==> src/iop4_pkg.sv <==
package iop4_pkg;

  // register indices; byte address is four times the index
  localparam logic [15:0] IDX_DATA   = 16'hffd7;
  localparam logic [15:0] IDX_DIR    = 16'hffe7;
  localparam logic [15:0] IDX_P3_PU  = 16'hffd0;
  localparam int          ADDR_W     = 18;
  localparam logic [ADDR_W-1:0] ADDR_DATA  = ADDR_W'({IDX_DATA, 2'b00});
  localparam logic [ADDR_W-1:0] ADDR_DIR   = ADDR_W'({IDX_DIR, 2'b00});
  localparam logic [ADDR_W-1:0] ADDR_P3_PU = ADDR_W'({IDX_P3_PU, 2'b00});

  // reset values and read patterns
  localparam logic [7:0] DATA_RST   = 8'hf8;
  localparam logic [7:0] DIR_RST    = 8'hf8;
  localparam logic [7:0] DIR_READ   = 8'hff;
  localparam logic [7:0] P3_PU_RST  = 8'h00;
  localparam logic [3:0] DATA_UPPER = 4'hf;

  // field positions of the port
  localparam int BIT_CLK  = 0;
  localparam int BIT_RX   = 1;
  localparam int BIT_TX   = 2;
  localparam int BIT_IRQ  = 3;
  localparam int GPIO_W   = 3;
  localparam int P3_W     = 8;
  localparam int BIT_P3_FLASH_PU = 2;

  // bus answers
  localparam logic [1:0] RESP_OKAY   = 2'b00;
  localparam logic [1:0] RESP_SLVERR = 2'b10;

  // power modes seen by the pins
  typedef enum logic [2:0] {
    MODE_ACTIVE    = 3'b000,
    MODE_SUBACTIVE = 3'b001,
    MODE_SLEEP     = 3'b010,
    MODE_SUBSLEEP  = 3'b011,
    MODE_WATCH     = 3'b100,
    MODE_STANDBY   = 3'b101,
    MODE_RESET     = 3'b110
  } iop4_mode_t;

endpackage

==> src/iop4_pin_state.sv <==
`timescale 1ns/1ps
// applies the power-mode pin behaviour to a group of pads
module iop4_pin_state import iop4_pkg::*; #(
  parameter int         W      = 8,
  parameter logic [W-1:0] RST_PU = '0
) (
  // clock and reset
  input  wire logic         clk_sys,
  input  wire logic         rstn,
  // mode and functional request
  input  wire iop4_mode_t   mode,
  input  wire logic [W-1:0] func_out,
  input  wire logic [W-1:0] func_oe,
  input  wire logic [W-1:0] func_pu,
  // registered pad controls
  output logic      [W-1:0] pad_out,
  output logic      [W-1:0] pad_oe,
  output logic      [W-1:0] pad_pu
);

  // pads float in reset, hold in the low-power clock-stopped modes
  always_ff @(posedge clk_sys) begin
    if (!rstn) begin
      pad_out <= '0;
      pad_oe  <= '0;
      pad_pu  <= RST_PU;
    end else begin
      case (mode)
        MODE_ACTIVE, MODE_SUBACTIVE: begin
          pad_out <= func_out;
          pad_oe  <= func_oe;
          pad_pu  <= func_pu;
        end
        MODE_SLEEP, MODE_SUBSLEEP, MODE_WATCH: begin
          pad_out <= pad_out;
          pad_oe  <= pad_oe;
          pad_pu  <= pad_pu;
        end
        MODE_STANDBY: begin
          // a pulled-up pad is driven high so it does not float
          pad_out <= func_pu;
          pad_oe  <= func_pu;
          pad_pu  <= func_pu;
        end
        MODE_RESET: begin
          pad_out <= '0;
          pad_oe  <= '0;
          pad_pu  <= RST_PU;
        end
        default: begin
          pad_out <= '0;
          pad_oe  <= '0;
          pad_pu  <= '0;
        end
      endcase
    end
  end

endmodule // iop4_pin_state

==> src/iop4_port.sv <==
// Chosen here: the AXI4-Lite slave port.
`timescale 1ns/1ps
// How it works
// neighbour pins float in reset, and in standby unless pulled up; hold in sleep/watch, work when active.
// flash build pulls up neighbour bit 2 in reset; mask build floats it.
// outside reset, pull-up on only when direction is 0 and pull-up enable is 1.
// every neighbour pull-up is off after reset.
// bits 2..0 bidirectional, bit 3 input only and read-only.
// data latch resets to F8; unused upper bits read as one.
// reading returns latch for output pins, pin level for input pins.
// direction bit 1 makes an output, 0 an input.
// direction register resets to F8, all three pins inputs.
// direction register is write-only and reads all ones.
// direction and data act only while the serial channel leaves the pin.
// bit 3 is plain input, or external interrupt 0 when selected.
// bit 2 is transmit output when pin-select and transmit enable are set.
// bit 1 is receive input when receive enable is set.
// bit 0 clock in on high select, clock out on low select or sync.
// in standby a pulled-up neighbour pin drives high.
// writes to reserved bits are ignored; those bits read as one.
module iop4_port import iop4_pkg::*; #(
  parameter bit FLASH_VARIANT = 1'b1
) (
  // clock and reset
  input  wire logic              clk_sys,
  input  wire logic              rstn,
  // axi4-lite write address
  input  wire logic [ADDR_W-1:0] s_axi_awaddr,
  input  wire logic              s_axi_awvalid,
  output logic                   s_axi_awready,
  // axi4-lite write data
  input  wire logic [31:0]       s_axi_wdata,
  input  wire logic [3:0]        s_axi_wstrb,
  input  wire logic              s_axi_wvalid,
  output logic                   s_axi_wready,
  // axi4-lite write response
  output logic [1:0]             s_axi_bresp,
  output logic                   s_axi_bvalid,
  input  wire logic              s_axi_bready,
  // axi4-lite read
  input  wire logic [ADDR_W-1:0] s_axi_araddr,
  input  wire logic              s_axi_arvalid,
  output logic                   s_axi_arready,
  output logic [31:0]            s_axi_rdata,
  output logic [1:0]             s_axi_rresp,
  output logic                   s_axi_rvalid,
  input  wire logic              s_axi_rready,
  // power mode from the system controller
  input  wire iop4_mode_t        power_mode,
  // serial channel pin controls
  input  wire logic              serial_two_pin_select,
  input  wire logic              serial_two_tx_enable,
  input  wire logic              serial_two_rx_enable,
  input  wire logic              serial_two_clock_sel_high,
  input  wire logic              serial_two_clock_sel_low,
  input  wire logic              serial_two_sync_mode,
  input  wire logic              serial_two_tx_pin,
  input  wire logic              serial_two_clock_out,
  output logic                   serial_two_rx_pin,
  output logic                   serial_two_clock_in,
  // interrupt pin selection
  input  wire logic              ext_interrupt_zero_select,
  output logic                   ext_interrupt_zero_in,
  // port four pads
  input  wire logic [3:0]        p4_pin_in,
  output logic      [3:0]        p4_pin_out,
  output logic      [3:0]        p4_pin_oe,
  // neighbouring port pads
  input  wire logic [P3_W-1:0]   port_three_direction,
  input  wire logic [P3_W-1:0]   p3_func_out,
  output logic      [P3_W-1:0]   p3_pin_out,
  output logic      [P3_W-1:0]   p3_pin_oe,
  output logic      [P3_W-1:0]   p3_pullup_on
);

  // register state
  logic [GPIO_W-1:0] data_q;
  logic [GPIO_W-1:0] dir_q;
  logic [P3_W-1:0]   p3_pu_en_q;
  // bus state
  logic              aw_have_q;
  logic              w_have_q;
  logic [ADDR_W-1:0] aw_addr_q;
  logic [31:0]       w_data_q;
  logic              w_lane0_q;
  logic              wr_fire;
  // pin function selects
  logic              tx_sel;
  logic              rx_sel;
  logic              ck_in_sel;
  logic              ck_out_sel;
  logic [GPIO_W-1:0] gpio_sel;
  logic [3:0]        p4_out_d;
  logic [3:0]        p4_oe_d;
  logic [P3_W-1:0]   p3_pu_d;
  logic [7:0]        port_read;

  // word-aligned address match, shared by write and read decode
  function automatic logic addr_is(input logic [ADDR_W-1:0] a,
                                   input logic [ADDR_W-1:0] reg_addr);
    addr_is = (a[ADDR_W-1:2] == reg_addr[ADDR_W-1:2]);
  endfunction

  // serial functions claim their pin before the port registers do
  assign tx_sel     = serial_two_pin_select & serial_two_tx_enable;
  assign rx_sel     = serial_two_rx_enable;
  assign ck_in_sel  = serial_two_clock_sel_high;
  assign ck_out_sel = ~serial_two_clock_sel_high &
                      (serial_two_clock_sel_low | serial_two_sync_mode);
  assign gpio_sel   = {~tx_sel, ~rx_sel, ~(ck_in_sel | ck_out_sel)};

  // pad drive; bit 3 is never driven because it is an input-only pin
  always_comb begin
    p4_out_d = '0;
    p4_oe_d  = '0;
    for (int i = 0; i < GPIO_W; i++) begin
      p4_out_d[i] = data_q[i];
      p4_oe_d[i]  = gpio_sel[i] & dir_q[i];
    end
    if (tx_sel) begin
      p4_out_d[BIT_TX] = serial_two_tx_pin;
      p4_oe_d[BIT_TX]  = 1'b1;
    end
    if (ck_out_sel) begin
      p4_out_d[BIT_CLK] = serial_two_clock_out;
      p4_oe_d[BIT_CLK]  = 1'b1;
    end
    p4_oe_d[BIT_IRQ] = 1'b0;
  end

  // read view: output pins show the latch, inputs show the pad
  always_comb begin
    port_read = {DATA_UPPER, p4_pin_in[BIT_IRQ], {GPIO_W{1'b0}}};
    for (int i = 0; i < GPIO_W; i++) begin
      port_read[i] = dir_q[i] ? data_q[i] : p4_pin_in[i];
    end
  end

  // neighbour pull-ups need an input pin and the enable bit
  assign p3_pu_d = ~port_three_direction & p3_pu_en_q;

  // pad power-mode cells
  iop4_pin_state #(
    .W      (4),
    .RST_PU (4'h0)
  ) u_p4_state (
    .clk_sys  (clk_sys),
    .rstn     (rstn),
    .mode     (power_mode),
    .func_out (p4_out_d),
    .func_oe  (p4_oe_d),
    .func_pu  (4'h0),
    .pad_out  (p4_pin_out),
    .pad_oe   (p4_pin_oe),
    .pad_pu   ()
  );

  iop4_pin_state #(
    .W      (P3_W),
    .RST_PU (FLASH_VARIANT ? P3_W'(1 << BIT_P3_FLASH_PU) : P3_W'(0))
  ) u_p3_state (
    .clk_sys  (clk_sys),
    .rstn     (rstn),
    .mode     (power_mode),
    .func_out (p3_func_out),
    .func_oe  (port_three_direction),
    .func_pu  (p3_pu_d),
    .pad_out  (p3_pin_out),
    .pad_oe   (p3_pin_oe),
    .pad_pu   (p3_pullup_on)
  );

  // serial and interrupt inputs are registered copies of the pads
  always_ff @(posedge clk_sys) begin
    if (!rstn) begin
      serial_two_rx_pin     <= 1'b1;
      serial_two_clock_in   <= 1'b1;
      ext_interrupt_zero_in <= 1'b1;
    end else begin
      serial_two_rx_pin     <= rx_sel ? p4_pin_in[BIT_RX] : 1'b1;
      serial_two_clock_in   <= ck_in_sel ? p4_pin_in[BIT_CLK] : 1'b1;
      // deselected pin reads as idle high so the interrupt logic sees no edge
      ext_interrupt_zero_in <= ext_interrupt_zero_select ? p4_pin_in[BIT_IRQ] : 1'b1;
    end
  end

  // write address and data are taken independently, in either order
  always_ff @(posedge clk_sys) begin
    if (!rstn) begin
      s_axi_awready <= 1'b1;
      s_axi_wready  <= 1'b1;
      aw_have_q     <= 1'b0;
      w_have_q      <= 1'b0;
      aw_addr_q     <= '0;
      w_data_q      <= '0;
      w_lane0_q     <= 1'b0;
      s_axi_bvalid  <= 1'b0;
      s_axi_bresp   <= RESP_OKAY;
    end else begin
      if (s_axi_awvalid && s_axi_awready) begin
        s_axi_awready <= 1'b0;
        aw_have_q     <= 1'b1;
        aw_addr_q     <= s_axi_awaddr;
      end
      if (s_axi_wvalid && s_axi_wready) begin
        s_axi_wready <= 1'b0;
        w_have_q     <= 1'b1;
        w_data_q     <= s_axi_wdata;
        w_lane0_q    <= s_axi_wstrb[0];
      end
      if (wr_fire) begin
        aw_have_q    <= 1'b0;
        w_have_q     <= 1'b0;
        s_axi_bvalid <= 1'b1;
        s_axi_bresp  <= (addr_is(aw_addr_q, ADDR_DATA) || addr_is(aw_addr_q, ADDR_DIR) ||
                         addr_is(aw_addr_q, ADDR_P3_PU)) ? RESP_OKAY : RESP_SLVERR;
      end
      if (s_axi_bvalid && s_axi_bready) begin
        s_axi_bvalid  <= 1'b0;
        s_axi_awready <= 1'b1;
        s_axi_wready  <= 1'b1;
      end
    end
  end

  assign wr_fire = aw_have_q & w_have_q & ~s_axi_bvalid;

  // register writes; only the low lane carries register bits
  always_ff @(posedge clk_sys) begin
    if (!rstn) begin
      data_q     <= DATA_RST[GPIO_W-1:0];
      dir_q      <= DIR_RST[GPIO_W-1:0];
      p3_pu_en_q <= P3_PU_RST;
    end else if (wr_fire && w_lane0_q) begin
      // reserved bits are simply not stored
      if (addr_is(aw_addr_q, ADDR_DATA)) data_q <= w_data_q[GPIO_W-1:0];
      if (addr_is(aw_addr_q, ADDR_DIR))  dir_q  <= w_data_q[GPIO_W-1:0];
      if (addr_is(aw_addr_q, ADDR_P3_PU)) p3_pu_en_q <= w_data_q[P3_W-1:0];
    end
  end

  // read channel; pad level is sampled at the address handshake
  always_ff @(posedge clk_sys) begin
    if (!rstn) begin
      s_axi_arready <= 1'b1;
      s_axi_rvalid  <= 1'b0;
      s_axi_rdata   <= '0;
      s_axi_rresp   <= RESP_OKAY;
    end else if (s_axi_arvalid && s_axi_arready) begin
      s_axi_arready <= 1'b0;
      s_axi_rvalid  <= 1'b1;
      s_axi_rresp   <= RESP_OKAY;
      if (addr_is(s_axi_araddr, ADDR_DATA)) begin
        s_axi_rdata <= {24'h0000_00, port_read};
      end else if (addr_is(s_axi_araddr, ADDR_DIR)) begin
        s_axi_rdata <= {24'h0000_00, DIR_READ};
      end else if (addr_is(s_axi_araddr, ADDR_P3_PU)) begin
        s_axi_rdata <= {24'h0000_00, p3_pu_en_q};
      end else begin
        s_axi_rdata <= '0;
        s_axi_rresp <= RESP_SLVERR;
      end
    end else if (s_axi_rvalid && s_axi_rready) begin
      s_axi_rvalid  <= 1'b0;
      s_axi_arready <= 1'b1;
    end
  end

  // rstn is part of the mode so that the edge that releases reset, when the pads still
  // hold their reset values, starts no check
  logic act_mode;
  assign act_mode = rstn && ((power_mode == MODE_ACTIVE) || (power_mode == MODE_SUBACTIVE));
endmodule // iop4_port

==> config.mk <==
export PLATFORM = sky130hd
export DESIGN_NAME = iop4_port
export DESIGN_NICKNAME = d
export VERILOG_FILES = /design/src/iop4_pkg.sv /design/src/iop4_pin_state.sv /design/src/iop4_port.sv
export SDC_FILE = /design/constraint.sdc
export NUM_CORES = 1
export LEC_CHECK = 0
export BUFFER_PORTS_ARGS = -buffer_cell sky130_fd_sc_hd__buf_2
export CAP_MARGIN = 20
export CORE_MARGIN = 8
export CORE_UTILIZATION = 50
export CTS_CLUSTER_DIAMETER = 100
export CTS_CLUSTER_SIZE = 14
export DETAILED_ROUTE_END_ITERATION = 12
export GPL_TIMING_DRIVEN = 0
export PLACE_DENSITY = 0.85
export SLEW_MARGIN = 20
export SYNTH_ARGS = -nofsm -noshare
export SYNTH_HDL_FRONTEND = slang
export SYNTH_SLANG_ARGS = --single-unit
==> constraint.sdc <==
create_clock -name clk_sys -period 3.7 [get_ports clk_sys]
set_input_delay 0.37 -clock clk_sys [delete_from_list [all_inputs] [get_ports clk_sys]]
set_output_delay 0.37 -clock clk_sys [all_outputs]
set_load 0.02 [all_outputs]
* Word-level counts from Yosys, hierarchy flattened *
Cells that the tools add are included.

storage, ports and cells
  logic and storage cells = 97
  register bits = 119
  bits of input ports = 111

cells by class
  bitwise logic cells = 17
  multiplexer cells = 23
  equal/unequal tests = 12
  reduce and logical (&&, ||, !) cells = 21

operators with widths
  kind                                                                    count
  16-bit equality test (second input constant)                            6
  8-bit case mux with 3 select lines                                      3
  8-bit 2-to-1 mux                                                        3
  4-bit case mux with 2 select lines                                      2
  2-bit AND reduction                                                     6
  1-bit 2-to-1 mux                                                        11
  3-bit equality test (second input constant)                             3
  8-bit bitwise AND                                                       1
  2-bit 2-to-1 mux                                                        4
  8-bit NOT                                                               1
  1-bit bitwise AND                                                       7
  3-bit by 2-bit equality test with 1-bit output (second input constant)  2
  1-bit logical AND                                                       6
  1-bit NOT                                                               6
  2-bit OR reduction                                                      3
  3-bit OR reduction                                                      2
  3-bit by 1-bit equality test with 1-bit output (second input constant)  1
  3-bit zero test                                                         1
  1-bit logical OR                                                        2
  1-bit bitwise OR                                                        2
  2-bit nonzero test                                                      1

* Logic depth before layout (Yosys ltp) *
  depth in word-level cells = 7
  gate-level depth with buffers = 6
  gate-level depth less buffers = 4

* Hierarchy *
Synthesis repeated with hierarchy kept, for this count alone.

unflattened totals
  cell total of the unflattened synthesis = 498
  area, all modules = 4,311.6 µm²

by module, submodules not included
  module                       sequential area each (µm²)  cells each  area each (µm²)  instances
  iop4_port                    1,181.1                     326         2,741.4          1
  iop4_pin_state (u_p3_state)  480.5                       106         1,006.0          1
  iop4_pin_state (u_p4_state)  240.2                       66          564.3            1

* Worst setup path after synthesis *
Ideal clock, no wire load.

  path kind = flip-flop to flip-flop
  from = register s_axi_arready
  to = register s_axi_rresp[1]
  arrival = 1.361 ns
  slack = 2.223 ns
  stages on the path, launching flop included = 5
  data required time = 3.584 ns
  setup time = 0.116 ns
  buffers on the path = 0
  path through = dfxtp_1 > nand2_2 > nor4_2 > o21ai_0 > o211a_1

on the way
  word-level cells in the longest chain between the ends = 1

RTL lines
  what                    RTL line          source
  from (decl)             iop4_port.sv:43   output logic s_axi_arready,
  from (signal assigned)  iop4_port.sv:245  s_axi_arready <= 1'b1;
  from (signal assigned)  iop4_port.sv:250  s_axi_arready <= 1'b0;
  from (signal assigned)  iop4_port.sv:265  s_axi_arready <= 1'b1;
  1-bit logical AND       iop4_port.sv:249  end else if (s_axi_arvalid && s_axi_arready) begin
  to (signal assigned)    iop4_port.sv:248  s_axi_rresp <= RESP_OKAY;
  to (signal assigned)    iop4_port.sv:252  s_axi_rresp <= RESP_OKAY;
  to (signal assigned)    iop4_port.sv:261  s_axi_rresp <= RESP_SLVERR;
  to (decl)               iop4_port.sv:45   output logic [1:0] s_axi_rresp,

No other way between the ends.
A chain may end at the register's enable or synchronous reset.

* Final worst setup path *
  from = register s_axi_arready
  to = register s_axi_rdata[1]

on the way
  word-level cells in the longest chain between the ends = 1

RTL lines
  what                  RTL line          source
  1-bit logical AND     iop4_port.sv:249
  to (signal assigned)  iop4_port.sv:254  s_axi_rdata <= {24'h0000_00, port_read};
  to (signal assigned)  iop4_port.sv:256  s_axi_rdata <= {24'h0000_00, DIR_READ};
  to (signal assigned)  iop4_port.sv:258  s_axi_rdata <= {24'h0000_00, p3_pu_en_q};
  to (decl)             iop4_port.sv:44   output logic [31:0] s_axi_rdata,

No other way between the ends.

==> impl_metrics.py <==
metrics = {
    "sta": {
        "final.setup.tns_ps": 0,
        "worst_pin_slew_ps": 598,
        "fin_skew_ps": 10.7,
        "min_period_over_period_pct": 43.8,
        "setup_violations": 0,
        "hold_viol": 0,
        "slew_headroom_pct": 60.0,
        "period_needed_ps": 1620,
        "rsz0062_at_grt": "no",
        "finalMaxSlewViolations": 0,
        "fmax_mhz": 617,
    },
    "placed_design": {
        "hpwl_mm": 8.63,
        "place_area_sq_um": 4770,
        "io_buffers": 126,
        "place_congestion": 0.898,
    },
    "yosys": {
        "synth_ff_type": "dfxtp_1",
        "yosys-top-cells-count": "dfxtp_1, nand2_1, nor2b_1, a21boi_0, buf_4",
        "ys_seq_area_share_pct": 45.6,
        "netlist_area_sq_um": 3910,
        "yosysMostFrequentCell": "dfxtp_1",
        "yosysWarnings": 0,
        "syn_avg_cell_area_sq_um": 9.14,
        "synth_largest_area_cell": "dfxtp_1",
        "yosys-top-cells-area": "dfxtp_1, nand2_1, nor2b_1, a21boi_0, buf_4",
        "ys_types": 43,
        "synth-seq-cells": 89,
        "synth_top_area_share_pct": 45.6,
        "syn-instance-count": 428,
        "synthArstFlopShare_pct": 0,
        "synth_edf_count": 0,
    },
    "drt": {
        "via_count": 3573,
        "antenna_left": 0,
        "dr.pass1.iters": 7,
        "avgViaCountPerCell": 5.11,
        "finalWirelength_mm": 10.7,
        "drt_iter0_markers": 230,
        "post-route-drc-count": 0,
        "wl_per_cell_um": 15.4,
    },
    "floorplanning": {
        "dieWidth_um": 104,
        "core_sq_um": 7650,
        "ios": 187,
        "initial_core_util_pct": 51.1,
        "num_rows": 32,
        "die-area_sq_um": 10900,
        "dieHeight_um": 104,
    },
    "power": {
        "p_per_area_nw_per_um2": 388,
        "switching_share_pct": 29.1,
        "power_uw": 1930,
        "power_frac_seq_pct": 52.3,
        "combinationalPowerShare_pct": 13.9,
        "static-leakage-power_uw": 0.00230,
        "p_clk_share_pct": 33.8,
        "net-switching-power_uw": 561,
        "p_int_uw": 1370,
        "irDropWorstVdd_uv": 272,
    },
    "worst_hold_path": {
        "hold_depth": 2,
        "hold_path_end": "ext_interrupt_zero_in",
        "hp-class": "in -> reg",
        "min-delay-start": "ext_interrupt_zero_select",
    },
    "setup_path": {
        "worst-path-max-fanout": 10,
        "r2r_start": "s_axi_arready",
        "cp.arrival_ps": 1900,
        "worstSetupStartpointType": "flop",
        "end_kind": "flop",
        "reg2reg_slack_ps": 2080,
        "reg2reg_depth": 4,
        "required_ps": 3980,
        "worstSetupPathType": "reg -> reg",
        "r2r-end": "s_axi_rdata[1]",
    },
    "global_route": {
        "grt_pass1_vias": 3585,
        "grt_max_degree": 19,
        "grt_antenna_before_repair": 0,
        "grt-ovfl-total": 0,
        "track_usage_pct": 19.2,
        "grt_pass1_wl_mm": 17.5,
    },
    "clock_network": {
        "tritoncts": "yes",
        "holdBufCountCts": 0,
        "post_cts_buffers": 0,
        "clk_path_buf_depth": 2,
        "root_buffer": "clkbuf_8",
        "cts_made_buffers": 9,
        "cts_resized": 0,
        "clock_sinks": 89,
        "cts.clk_slew.worst_paths_ps": 100,
        "clock_insertion_delay_worst_skew_ps": 360,
        "h-tree-depth": 3,
    },
    "run": {
        "maxCapViolations": 0,
    },
    "cells_and_area": {
        "num_antenna_cells": 0,
        "regArea_sq_um": 1780,
        "final_area_sq_um": 4970,
        "nets": 703,
        "fillers": 669,
        "drive_above_1_share_pct": 31.3,
        "multi_input_area_sq_um": 1900,
        "synthToLayoutAreaGrowth_pct": 27.0,
    },
    "run_status": {
        "status": "finished, final reports clean",
    },
}
-- state kept, by name (all words and copies together), names as in the netlist --
name	cells
aw_addr_q	16
p3_pu_en_q	8
s_axi_rdata	8
u_p3_state.pad_oe	8
u_p3_state.pad_out	8
u_p3_state.pad_pu	8
w_data_q	8
data_q	3
dir_q	3
u_p4_state.pad_oe	3
u_p4_state.pad_out	3
aw_have_q	1
ext_interrupt_zero_in	1
s_axi_arready	1
s_axi_awready	1
s_axi_bresp	1
s_axi_bvalid	1
s_axi_rresp	1
s_axi_rvalid	1
s_axi_wready	1
serial_two_clock_in	1
serial_two_rx_pin	1
w_have_q	1
w_lane0_q	1
-- power groups by stage --
stage          Clock (uW)  Sequential, uW  Combinational, uW
3_3_place_gp            0            1030                259
6_report              652            1010                267
5_1_grt               704            1010                292
3_5_place_dp            0            1030                264
2_1_floorplan           0            1050                152
4_1_cts               665            1010                265
-- cell usage in the layout, fill, tap and decap left out, types with 13 or more instances in the layout --
| master | synthesis | layout |
|---|---|---|
| buf_2 | 3 | 129 |
| dfxtp_1 | 89 | 89 |
| nand2_1 | 82 | 82 |
| nor2b_1 | 36 | 36 |
| a21boi_0 | 28 | 28 |
| buf_4 | 28 | 28 |
| conb_1 | 1 | 28 |
| mux2i_1 | 17 | 17 |
| clkbuf_1 | 15 | 15 |
| a22oi_1 | 14 | 14 |
| a222oi_1 | 14 | 14 |
| a21oi_1 | 13 | 13 |
-- critical path, cell delays in order, from the launching register on --
cell	delay, ps
dfxtp_1	390
nand2_2	150
nor4_2	590
a22oi_1	180
nor3b_1	240
-- worst max-delay path by stage --
| stage | startpoint | to | slack, ps |
|---|---|---|---|
| 5_1_grt | s_axi_arready | s_axi_rdata[1] | 1860 |
| 3_3_place_gp | s_axi_arvalid | s_axi_rresp[1] | 2010 |
| 2_1_floorplan | s_axi_arready | s_axi_rresp[1] | 2220 |
| 6_report | s_axi_arready | s_axi_rdata[1] | 2080 |
| 4_1_cts | s_axi_arready | s_axi_rdata[1] | 2060 |
| 3_5_place_dp | s_axi_arvalid | s_axi_rdata[1] | 2020 |
-- kinds of logic after synthesis --
logic type,Yosys count,synth area share [%]
compound gates,86,16.0
buf+inv,54,8.54
other cells,1,0.0959
flops,89,45.6
simple gates,177,24.3
mux,20,5.31
xor+xnor,1,0.224
-- metal layers --
| layer | GRT usage [%] | share of wire [%] | vias to the layer above |
|---|---|---|---|
| met4 | 8.17 | 1.8 | 0 |
| met3 | 6.38 | 10 | 18 |
| met2 | 31.3 | 47 | 180 |
| li1 | - | - | 1765 |
| met1 | 22.4 | 41 | 1610 |
| met5 | 0 | 0 | - |
-- metrics by stage --
step	util, %	cells	setup slack, ps	hold slack (ps)
detailed placement	62.4	683	2020	453
finish	65.0	699	2080	192
global placement	62.4	683	2010	448
floorplan	-	455	2220	435
CTS	65.0	699	2060	179
global route	65.0	699	1860	185
-- cell type report --
| cell class | instances | share of cell area, % |
|---|---|---|
| Inverter | 5 | 0.378 |
| Timing Repair Buffer | 126 | 12.7 |
| Clock inverter | 7 | 1.49 |
| Multi-Input combinational cell | 312 | 38.2 |
| Clock buffer | 9 | 2.49 |
| Buffer | 49 | 6.35 |
| Sequential cell | 89 | 35.9 |
| Tap cell | 102 | 2.57 |
Note: power is estimated with default switching activity, not from simulation.
